### src/rtl/slp_consts.vh
/*
 Constants for the sleep mode clock gating block: mode codes, enable bit positions.
 Assumes inclusion by rtl/slp_clock_gate.v only.
*/
`ifndef SLP_CONSTS_VH
`define SLP_CONSTS_VH

`define SLP_MODE_W        3
`define SLP_MODE_IDLE     3'h0
`define SLP_MODE_NOISE    3'h1
`define SLP_MODE_PDOWN    3'h2
`define SLP_MODE_PSAVE    3'h3
`define SLP_MODE_STANDBY  3'h6
`define SLP_MODE_EXTSTBY  3'h7

`define SLP_EN_W          8
`define SLP_EN_CPU        0
`define SLP_EN_MEM        1
`define SLP_EN_TIMER      2
`define SLP_EN_SERIAL     3
`define SLP_EN_IRQ        4
`define SLP_EN_ADC        5
`define SLP_EN_OSC        6
`define SLP_EN_ASYNC      7
`define SLP_EN_ALL        8'hff

`define SLP_ST_RUN        1'h0
`define SLP_ST_SLEEP      1'h1

`endif

### src/rtl/slp_clock_gate.v
/*
 Sleep mode controller: picks which clock domains run while asleep.
 Assumes sleep_req and wake_irq are synchronous to clk; hw_reset_n is a pin.
 Assumes each gated domain takes its clk_en bit and gates its own clock glitch-free.
 Assumes wake_irq is the core's combined interrupt line, already masked by enables.
*/
// Operation
// - Six sleep modes are offered, chosen by software before sleeping.
// - Idle stops the processor clock; memory, timers, serial, interrupts keep running.
// - Deepest mode stops the oscillator and all functions; registers are kept.
// - After deepest mode, an interrupt or hardware reset resumes operation.
// - Power-save keeps the asynchronous timer running; all else sleeps.
// - Noise reduction keeps only the oscillator, asynchronous timer and converter running.
// - Standby keeps the main oscillator running while everything else sleeps.
// - Extended standby keeps main oscillator and asynchronous timer running.
`timescale 1ns/1ps
`include "slp_consts.vh"

module slp_clock_gate (
	input  wire                    clk,          // System clock, 200 MHz
	input  wire                    rst,          // Synchronous reset, active high
	input  wire [`SLP_MODE_W-1:0]  sleep_mode,   // Selected sleep mode
	input  wire                    sleep_req,    // One-cycle sleep request from core
	input  wire                    wake_irq,     // Interrupt wake-up source
	input  wire                    hw_reset_n,   // Hardware reset pin, active low
	output reg  [`SLP_EN_W-1:0]    clk_en,       // Per-domain clock enables
	output reg                     asleep,       // High while in a sleep mode
	output reg                     mode_err      // Last request named an unknown mode
);

	reg                    hw_rst_meta;
	reg                    hw_rst_sync;
	reg                    state;
	reg                    next_state;
	reg [`SLP_EN_W-1:0]    next_clk_en;
	reg                    next_mode_err;
	wire                   wake;
	wire [`SLP_EN_W:0]     req_enables;
	wire                   mode_known;
	wire                   req_taken;

	// Enables kept running per mode
	function [`SLP_EN_W:0] mode_enables;
		input [`SLP_MODE_W-1:0] mode;
		begin
			mode_enables = {1'b0, `SLP_EN_W'h00};
			case (mode)
			`SLP_MODE_IDLE: begin
				mode_enables[`SLP_EN_CPU]    = 1'b0;
				mode_enables[`SLP_EN_MEM]    = 1'b1;
				mode_enables[`SLP_EN_TIMER]  = 1'b1;
				mode_enables[`SLP_EN_SERIAL] = 1'b1;
				mode_enables[`SLP_EN_IRQ]    = 1'b1;
				mode_enables[`SLP_EN_ADC]    = 1'b1;
				mode_enables[`SLP_EN_OSC]    = 1'b1;
				mode_enables[`SLP_EN_ASYNC]  = 1'b1;
			end

			`SLP_MODE_NOISE: begin
				mode_enables[`SLP_EN_CPU]    = 1'b0;
				mode_enables[`SLP_EN_MEM]    = 1'b0;
				mode_enables[`SLP_EN_TIMER]  = 1'b0;
				mode_enables[`SLP_EN_SERIAL] = 1'b0;
				mode_enables[`SLP_EN_IRQ]    = 1'b0;
				mode_enables[`SLP_EN_ADC]    = 1'b1;
				mode_enables[`SLP_EN_OSC]    = 1'b1;
				mode_enables[`SLP_EN_ASYNC]  = 1'b1;
			end

			`SLP_MODE_PDOWN: begin
				mode_enables[`SLP_EN_CPU]    = 1'b0;
				mode_enables[`SLP_EN_MEM]    = 1'b0;
				mode_enables[`SLP_EN_TIMER]  = 1'b0;
				mode_enables[`SLP_EN_SERIAL] = 1'b0;
				mode_enables[`SLP_EN_IRQ]    = 1'b0;
				mode_enables[`SLP_EN_ADC]    = 1'b0;
				mode_enables[`SLP_EN_OSC]    = 1'b0;
				mode_enables[`SLP_EN_ASYNC]  = 1'b0;
			end

			`SLP_MODE_PSAVE: begin
				mode_enables[`SLP_EN_CPU]    = 1'b0;
				mode_enables[`SLP_EN_MEM]    = 1'b0;
				mode_enables[`SLP_EN_TIMER]  = 1'b0;
				mode_enables[`SLP_EN_SERIAL] = 1'b0;
				mode_enables[`SLP_EN_IRQ]    = 1'b0;
				mode_enables[`SLP_EN_ADC]    = 1'b0;
				mode_enables[`SLP_EN_OSC]    = 1'b0;
				mode_enables[`SLP_EN_ASYNC]  = 1'b1;
			end

			`SLP_MODE_STANDBY: begin
				mode_enables[`SLP_EN_CPU]    = 1'b0;
				mode_enables[`SLP_EN_MEM]    = 1'b0;
				mode_enables[`SLP_EN_TIMER]  = 1'b0;
				mode_enables[`SLP_EN_SERIAL] = 1'b0;
				mode_enables[`SLP_EN_IRQ]    = 1'b0;
				mode_enables[`SLP_EN_ADC]    = 1'b0;
				mode_enables[`SLP_EN_OSC]    = 1'b1;
				mode_enables[`SLP_EN_ASYNC]  = 1'b0;
			end

			`SLP_MODE_EXTSTBY: begin
				mode_enables[`SLP_EN_CPU]    = 1'b0;
				mode_enables[`SLP_EN_MEM]    = 1'b0;
				mode_enables[`SLP_EN_TIMER]  = 1'b0;
				mode_enables[`SLP_EN_SERIAL] = 1'b0;
				mode_enables[`SLP_EN_IRQ]    = 1'b0;
				mode_enables[`SLP_EN_ADC]    = 1'b0;
				mode_enables[`SLP_EN_OSC]    = 1'b1;
				mode_enables[`SLP_EN_ASYNC]  = 1'b1;
			end

			default: begin
				mode_enables = {1'b1, `SLP_EN_ALL}; // Unknown code: stay awake
			end
			endcase
		end
	endfunction

	// Pin synchroniser
	// Pin is asynchronous to clk, so only the second flop is read
	always @(posedge clk) begin
		if (rst) begin
			hw_rst_meta <= 1'b0;
			hw_rst_sync <= 1'b0;
		end else begin
			hw_rst_meta <= ~hw_reset_n;
			hw_rst_sync <= hw_rst_meta;
		end
	end

	assign wake = wake_irq | hw_rst_sync;

	localparam ST_RUN   = `SLP_ST_RUN;
	localparam ST_SLEEP = `SLP_ST_SLEEP;

	assign req_enables = mode_enables(sleep_mode);
	assign mode_known  = ~req_enables[`SLP_EN_W];
	assign req_taken   = sleep_req & (state == ST_RUN);

	// Sleep on an accepted known mode, run again on any wake
	always @* begin
		next_state = state;
		case (state)
		ST_RUN: begin
			if (req_taken && mode_known) begin
				next_state = ST_SLEEP;
			end
		end
		ST_SLEEP: begin
			if (wake) begin
				next_state = ST_RUN;
			end
		end
		default: begin
			next_state = ST_RUN;
		end
		endcase
	end

	// Enables and error flag follow the accepted request or the wake
	always @* begin
		next_clk_en   = clk_en;
		next_mode_err = mode_err;
		case (state)
		ST_RUN: begin
			if (req_taken) begin
				next_mode_err = ~mode_known;
				if (mode_known) begin
					next_clk_en = req_enables[`SLP_EN_W-1:0];
				end else begin
					next_clk_en = `SLP_EN_ALL;
				end
			end
		end
		ST_SLEEP: begin
			if (wake) begin
				next_clk_en = `SLP_EN_ALL;
			end
		end
		default: begin
			next_clk_en = `SLP_EN_ALL;
		end
		endcase
	end

	// Registers elsewhere are never reset by sleep, only clocks stop
	always @(posedge clk) begin
		if (rst) begin
			state <= ST_RUN;
		end else begin
			state <= next_state;
		end
	end

	always @(posedge clk) begin
		if (rst) begin
			clk_en <= `SLP_EN_ALL;
		end else begin
			clk_en <= next_clk_en;
		end
	end

	// Separate flop so the output never comes from logic
	always @(posedge clk) begin
		if (rst) begin
			asleep <= 1'b0;
		end else begin
			asleep <= next_state;
		end
	end

	always @(posedge clk) begin
		if (rst) begin
			mode_err <= 1'b0;
		end else begin
			mode_err <= next_mode_err;
		end
	end

endmodule

### config.mk
export PLATFORM = sky130hd
export DESIGN_NAME = slp_clock_gate
export DESIGN_NICKNAME = d
export VERILOG_FILES = /design/src/rtl/slp_clock_gate.v
export VERILOG_INCLUDE_DIRS = /design/src /design/src/rtl
export SDC_FILE = /design/constraint.sdc
export NUM_CORES = 1
export LEC_CHECK = 0
export BUFFER_PORTS_ARGS = -buffer_cell sky130_fd_sc_hd__buf_2
export CELL_PAD_IN_SITES_DETAIL_PLACEMENT = 1
export CELL_PAD_IN_SITES_GLOBAL_PLACEMENT = 1
export CORE_AREA = 2 2 39 41
export CTS_CLUSTER_DIAMETER = 100
export CTS_CLUSTER_SIZE = 25
export DETAILED_ROUTE_END_ITERATION = 16
export DIE_AREA = 0 0 41 43
export GPL_ROUTABILITY_DRIVEN = 0
export PLACE_DENSITY = 0.8
export SYNTH_ARGS = -nofsm -noshare
export SYNTH_HDL_FRONTEND = slang
export SYNTH_SLANG_ARGS = --single-unit
### constraint.sdc
create_clock -name clk -period 1.4 [get_ports clk]
set_input_delay 0.21 -clock clk [delete_from_list [all_inputs] [get_ports clk]]
set_output_delay 0.21 -clock clk [all_outputs]
set_load 0.02 [all_outputs]
# Yosys cells after proc, flatten, opt, wreduce, memory -nomap -nowiden
# Cells that the tools add are included.
# classes
n_eq_ne	7
bitwise	4
n_reduce_logical	5
mux	9
# ops
cell	count
$pmux 8 s6	1
$mux 8	3
$pmux 8 s2	1
$eq 3x2->1 const B	2
$eq 3x3->1 const B	2
$reduce_or 6->1	1
$reduce_and 2->1	2
$eq 3x1->1 const B	1
$logic_not 3->1	1
$mux 1	3
$ne 2x1->1 const B	1
$ne 2x2->1 const B	1
$not 1->1	2
$pmux 1 s2	1
$and 1x1->1	1
$logic_and 1x1->1	1
$or 1x1->1	1
# word_totals
word_cells	30
input_bits	8
reg_bits	12

# Logic depth before layout (Yosys ltp)
# logic_depth
word_depth	5
depth_mapped	4

# Worst setup path before layout
# Ideal clock, no wire load.
# synth_path
path_kind	register -> register
from	register, netlist name asleep
to	register clk_en[0]
path_stages_with_launch	5
t_arrival_ns	1.247
slack_ns	0.039
required_ns	1.286
path_cell_list	dfxtp_1 -> or3b_1 -> buf_2 -> a21o_1 -> a21o_1
# synth_rtl
item	line_no	text
to (signal assigned)	slp_clock_gate.v:199	clk_en <= `SLP_EN_ALL;
to (signal assigned)	slp_clock_gate.v:201	clk_en <= next_clk_en;
to (decl)	slp_clock_gate.v:26	output reg [`SLP_EN_W-1:0] clk_en,

==> impl_metrics.py <==
metrics = {
    "run_status": {
        "status": "finished, final reports clean",
    },
    "global_routing": {
        "grt_remaining_overflow": 0,
        "grt_util_met3_pct": 1.57,
        "grt_first_pass_wirelength_um": 1350,
        "grt_max_degree": 10,
        "grt_util_all_layers_pct": 11.5,
        "antenna_violations_before_repair": 0,
        "first_global_vias": 333,
        "grt_util_met2_pct": 18.1,
        "use_met1_pct": 12.4,
        "gr-max-usage-layer": "met2",
    },
    "yosys": {
        "yosys_register_bits": 9,
        "post_synth_inst_count": 39,
        "synthesis.yosys.warnings": 0,
        "netlist-cell-type-count": 16,
        "avgSynthCellArea_um2": 9.56,
        "syn_nets": 47,
        "synth_area_um2": 373,
        "synth_sequential_area_ratio_pct": 48.3,
    },
    "critical_path": {
        "crit_type": "register to register",
        "worst_setup_path_start_kind": "register",
        "critical_path_sink_type": "register",
        "critical_path_required_ns": 1.55,
        "cp.arrival_ns": 1.44,
        "critical_path.max_fanout": 6,
    },
    "power_and_ir_drop": {
        "share_comb_of_total_power_pct": 16.1,
        "clockPowerShare_pct": 34.2,
        "cellLeakagePower_nw": 0.216,
        "pwr-share-seq_pct": 49.7,
        "p_total_w": 0.000560,
        "switching_share_pct": 25.5,
        "power_report.internal_total_w": 0.000417,
        "netSwitchingPower_w": 0.000143,
        "worst_ir_drop_vdd_mv": 0.354,
        "power_density_mw_per_mm2": 1180,
    },
    "clocking": {
        "cts.reportedPaths.clkPinSlew_ns": 0.06,
        "ctsRootBufferMaster": "sky130_fd_sc_hd__clkbuf_4",
        "clk_path_buf_depth": 2,
        "tritoncts": "built",
        "cts_hold_repair.buffers": 0,
        "clock_latency_ns": 0.25,
        "clock_sinks": 9,
        "h-tree-depth": 1,
        "tritoncts_buffer_count": 3,
        "post_cts.resized_instances": 0,
        "cts_setup_buffers": 0,
    },
    "drt": {
        "vias": 321,
        "vias_per_cell": 4.52,
        "post_drt_wl_per_cell_um": 11.4,
        "drtAntennaViolNets": 0,
        "routed_wirelength_um": 809,
        "remaining_drc_errors": 0,
        "drtPass1Iterations": 2,
        "detail_route.iter0.violations": 6,
    },
    "sta": {
        "fin_skew_ns": 0.00171,
        "final.setup.tns_ns": 0,
        "layout_setup_ws_ns": 0.107,
        "rsz0062_at_grt": "no",
        "finalMaxSlewViolations": 0,
        "timing.final.hold_violations": 0,
        "max_slew.worst_pin.slew_ns": 0.204,
        "fmax_mhz": 774,
        "final_period_minus_worst_setup_slack_ns": 1.29,
        "fin_crit_sh_pct": 92.3,
        "setup_failing_eps_final": 0,
        "slew_headroom_pct": 86.4,
    },
    "place": {
        "place_worst_setup_slack_ns": 0.131,
        "hpwl_um": 618,
        "port-buffer-count": 17,
    },
    "floorplanning": {
        "core-area_mm2": 0.00138,
        "core.rowCount": 14,
        "design.portCount": 18,
        "dieArea_mm2": 0.00176,
        "floorplan.initialDensity_pct": 26.9,
        "fp.dieW_um": 41,
        "die_outline_height_um": 43,
    },
    "cells_and_area": {
        "final.fill_count": 177,
        "post_route_cells_drive_above_1_share_pct": 40.0,
        "finish.utilization_pct": 34.2,
        "nets": 64,
        "area_growth_pct": 26.8,
        "antenna_cells": 0,
    },
    "hold_path": {
        "hp-class": "primary input to register",
    },
    "run": {
        "drv_cap": 0,
    },
}
==> synth_stat cells <==
cell type / count / share of area, %
sky130_fd_sc_hd__mux2i_1: 1 / 2.7
sky130_fd_sc_hd__nor2_1: 4 / 4.0
sky130_fd_sc_hd__buf_4: 3 / 6.0
sky130_fd_sc_hd__clkbuf_1: 1 / 1.0
sky130_fd_sc_hd__or2_2: 1 / 1.7
sky130_fd_sc_hd__o21bai_1: 2 / 4.0
sky130_fd_sc_hd__buf_2: 1 / 1.3
sky130_fd_sc_hd__a21o_1: 6 / 12
sky130_fd_sc_hd__o21ai_0: 1 / 1.3
sky130_fd_sc_hd__nor2b_1: 3 / 5.0
sky130_fd_sc_hd__and2b_2: 1 / 2.3
sky130_fd_sc_hd__or3b_1: 1 / 2.3
sky130_fd_sc_hd__dfxtp_1: 9 / 48
sky130_fd_sc_hd__nand2b_1: 1 / 1.7
sky130_fd_sc_hd__a21oi_1: 3 / 4.0
sky130_fd_sc_hd__nand3b_1: 1 / 2.0
==> path summary, 6_finish.rpt <==
| kind | end | startpoint | cells past startpoint | slack (ns) |
|---|---|---|---|---|
| hold reg to reg | hw_rst_sync | hw_rst_meta | 1 | 0.46 |
| setup / recovery | clk_en[5] | asleep | 3 | 0.11 |
| setup reg to reg | clk_en[5] | asleep | 3 | 0.11 |
| hold / removal | hw_rst_meta | hw_reset_n | 2 | 0.11 |
==> worst max-delay path: stages (launching register included) <==
cell,delay (ns)
sky130_fd_sc_hd__dfxtp_1,0.36
sky130_fd_sc_hd__or3b_1,0.47
sky130_fd_sc_hd__a21o_1,0.19
sky130_fd_sc_hd__a21o_1,0.17
==> layout make-up <==
type	instances	area [µm²]	share of cell area (%)
tap	16	20.0	4.23
timing repair buffer	17	85.1	18.0
clock buffer	4	26.3	5.56
multi-input combinational	25	161	34.1
sequential	9	180	38.1
==> kinds of logic after synthesis <==
| group | after synthesis | synth area share (%) |
|---|---|---|
| mux | 1 | 2.68 |
| buf+inv | 5 | 8.39 |
| simple gates | 12 | 19.1 |
| flops | 9 | 48.3 |
| compound gates | 12 | 21.5 |
==> registers in the layout (all words and copies together), names as in the netlist <==
signal,cells
hw_rst_sync,1
mode_err,1
hw_rst_meta,1
asleep,1
clk_en,5
==> layout by cell type (no fill, tap or decap), drive strengths merged <==
| cell type | n |
|---|---|
| buf | 17 |
| dfxtp | 9 |
| a21o | 6 |
| nor2 | 4 |
| clkbuf | 4 |
| a21oi | 3 |
| nor2b | 3 |
| o21bai | 2 |
| nand3b | 1 |
| or3b | 1 |
| or2 | 1 |
| and2b | 1 |
| nand2b | 1 |
| mux2i | 1 |
| o21ai | 1 |
==> per-layer routing <==
layer	vias to the layer above	share of wire [%]	wire length, µm
met4	0	1.7	14
li1	161	-	-
met5	-	0	0
met3	2	6.2	50
met1	145	40	324
met2	13	52	420
==> power groups by stage <==
stage | clock network, W | registers (W) | logic (W)
after global routing | 0.000214 | 0.000281 | 0.000101
after global placement | 0 | 0.000283 | 0.0000897
final | 0.000192 | 0.000279 | 0.0000900
after detailed placement | 0 | 0.000284 | 0.0000906
after CTS | 0.000203 | 0.000279 | 0.0000916
after floorplan | 0 | 0.000297 | 0.0000512
==> per-stage QoR <==
step	cells	hold slack [ns]	cell area (µm²)
after global routing	71	0.116	473
after CTS	71	0.104	473
after detailed placement	67	0.381	447
after floorplan	39	0.282	373
after global placement	67	0.366	447
final	71	0.113	473
Power figures use the tool's default switching activity.
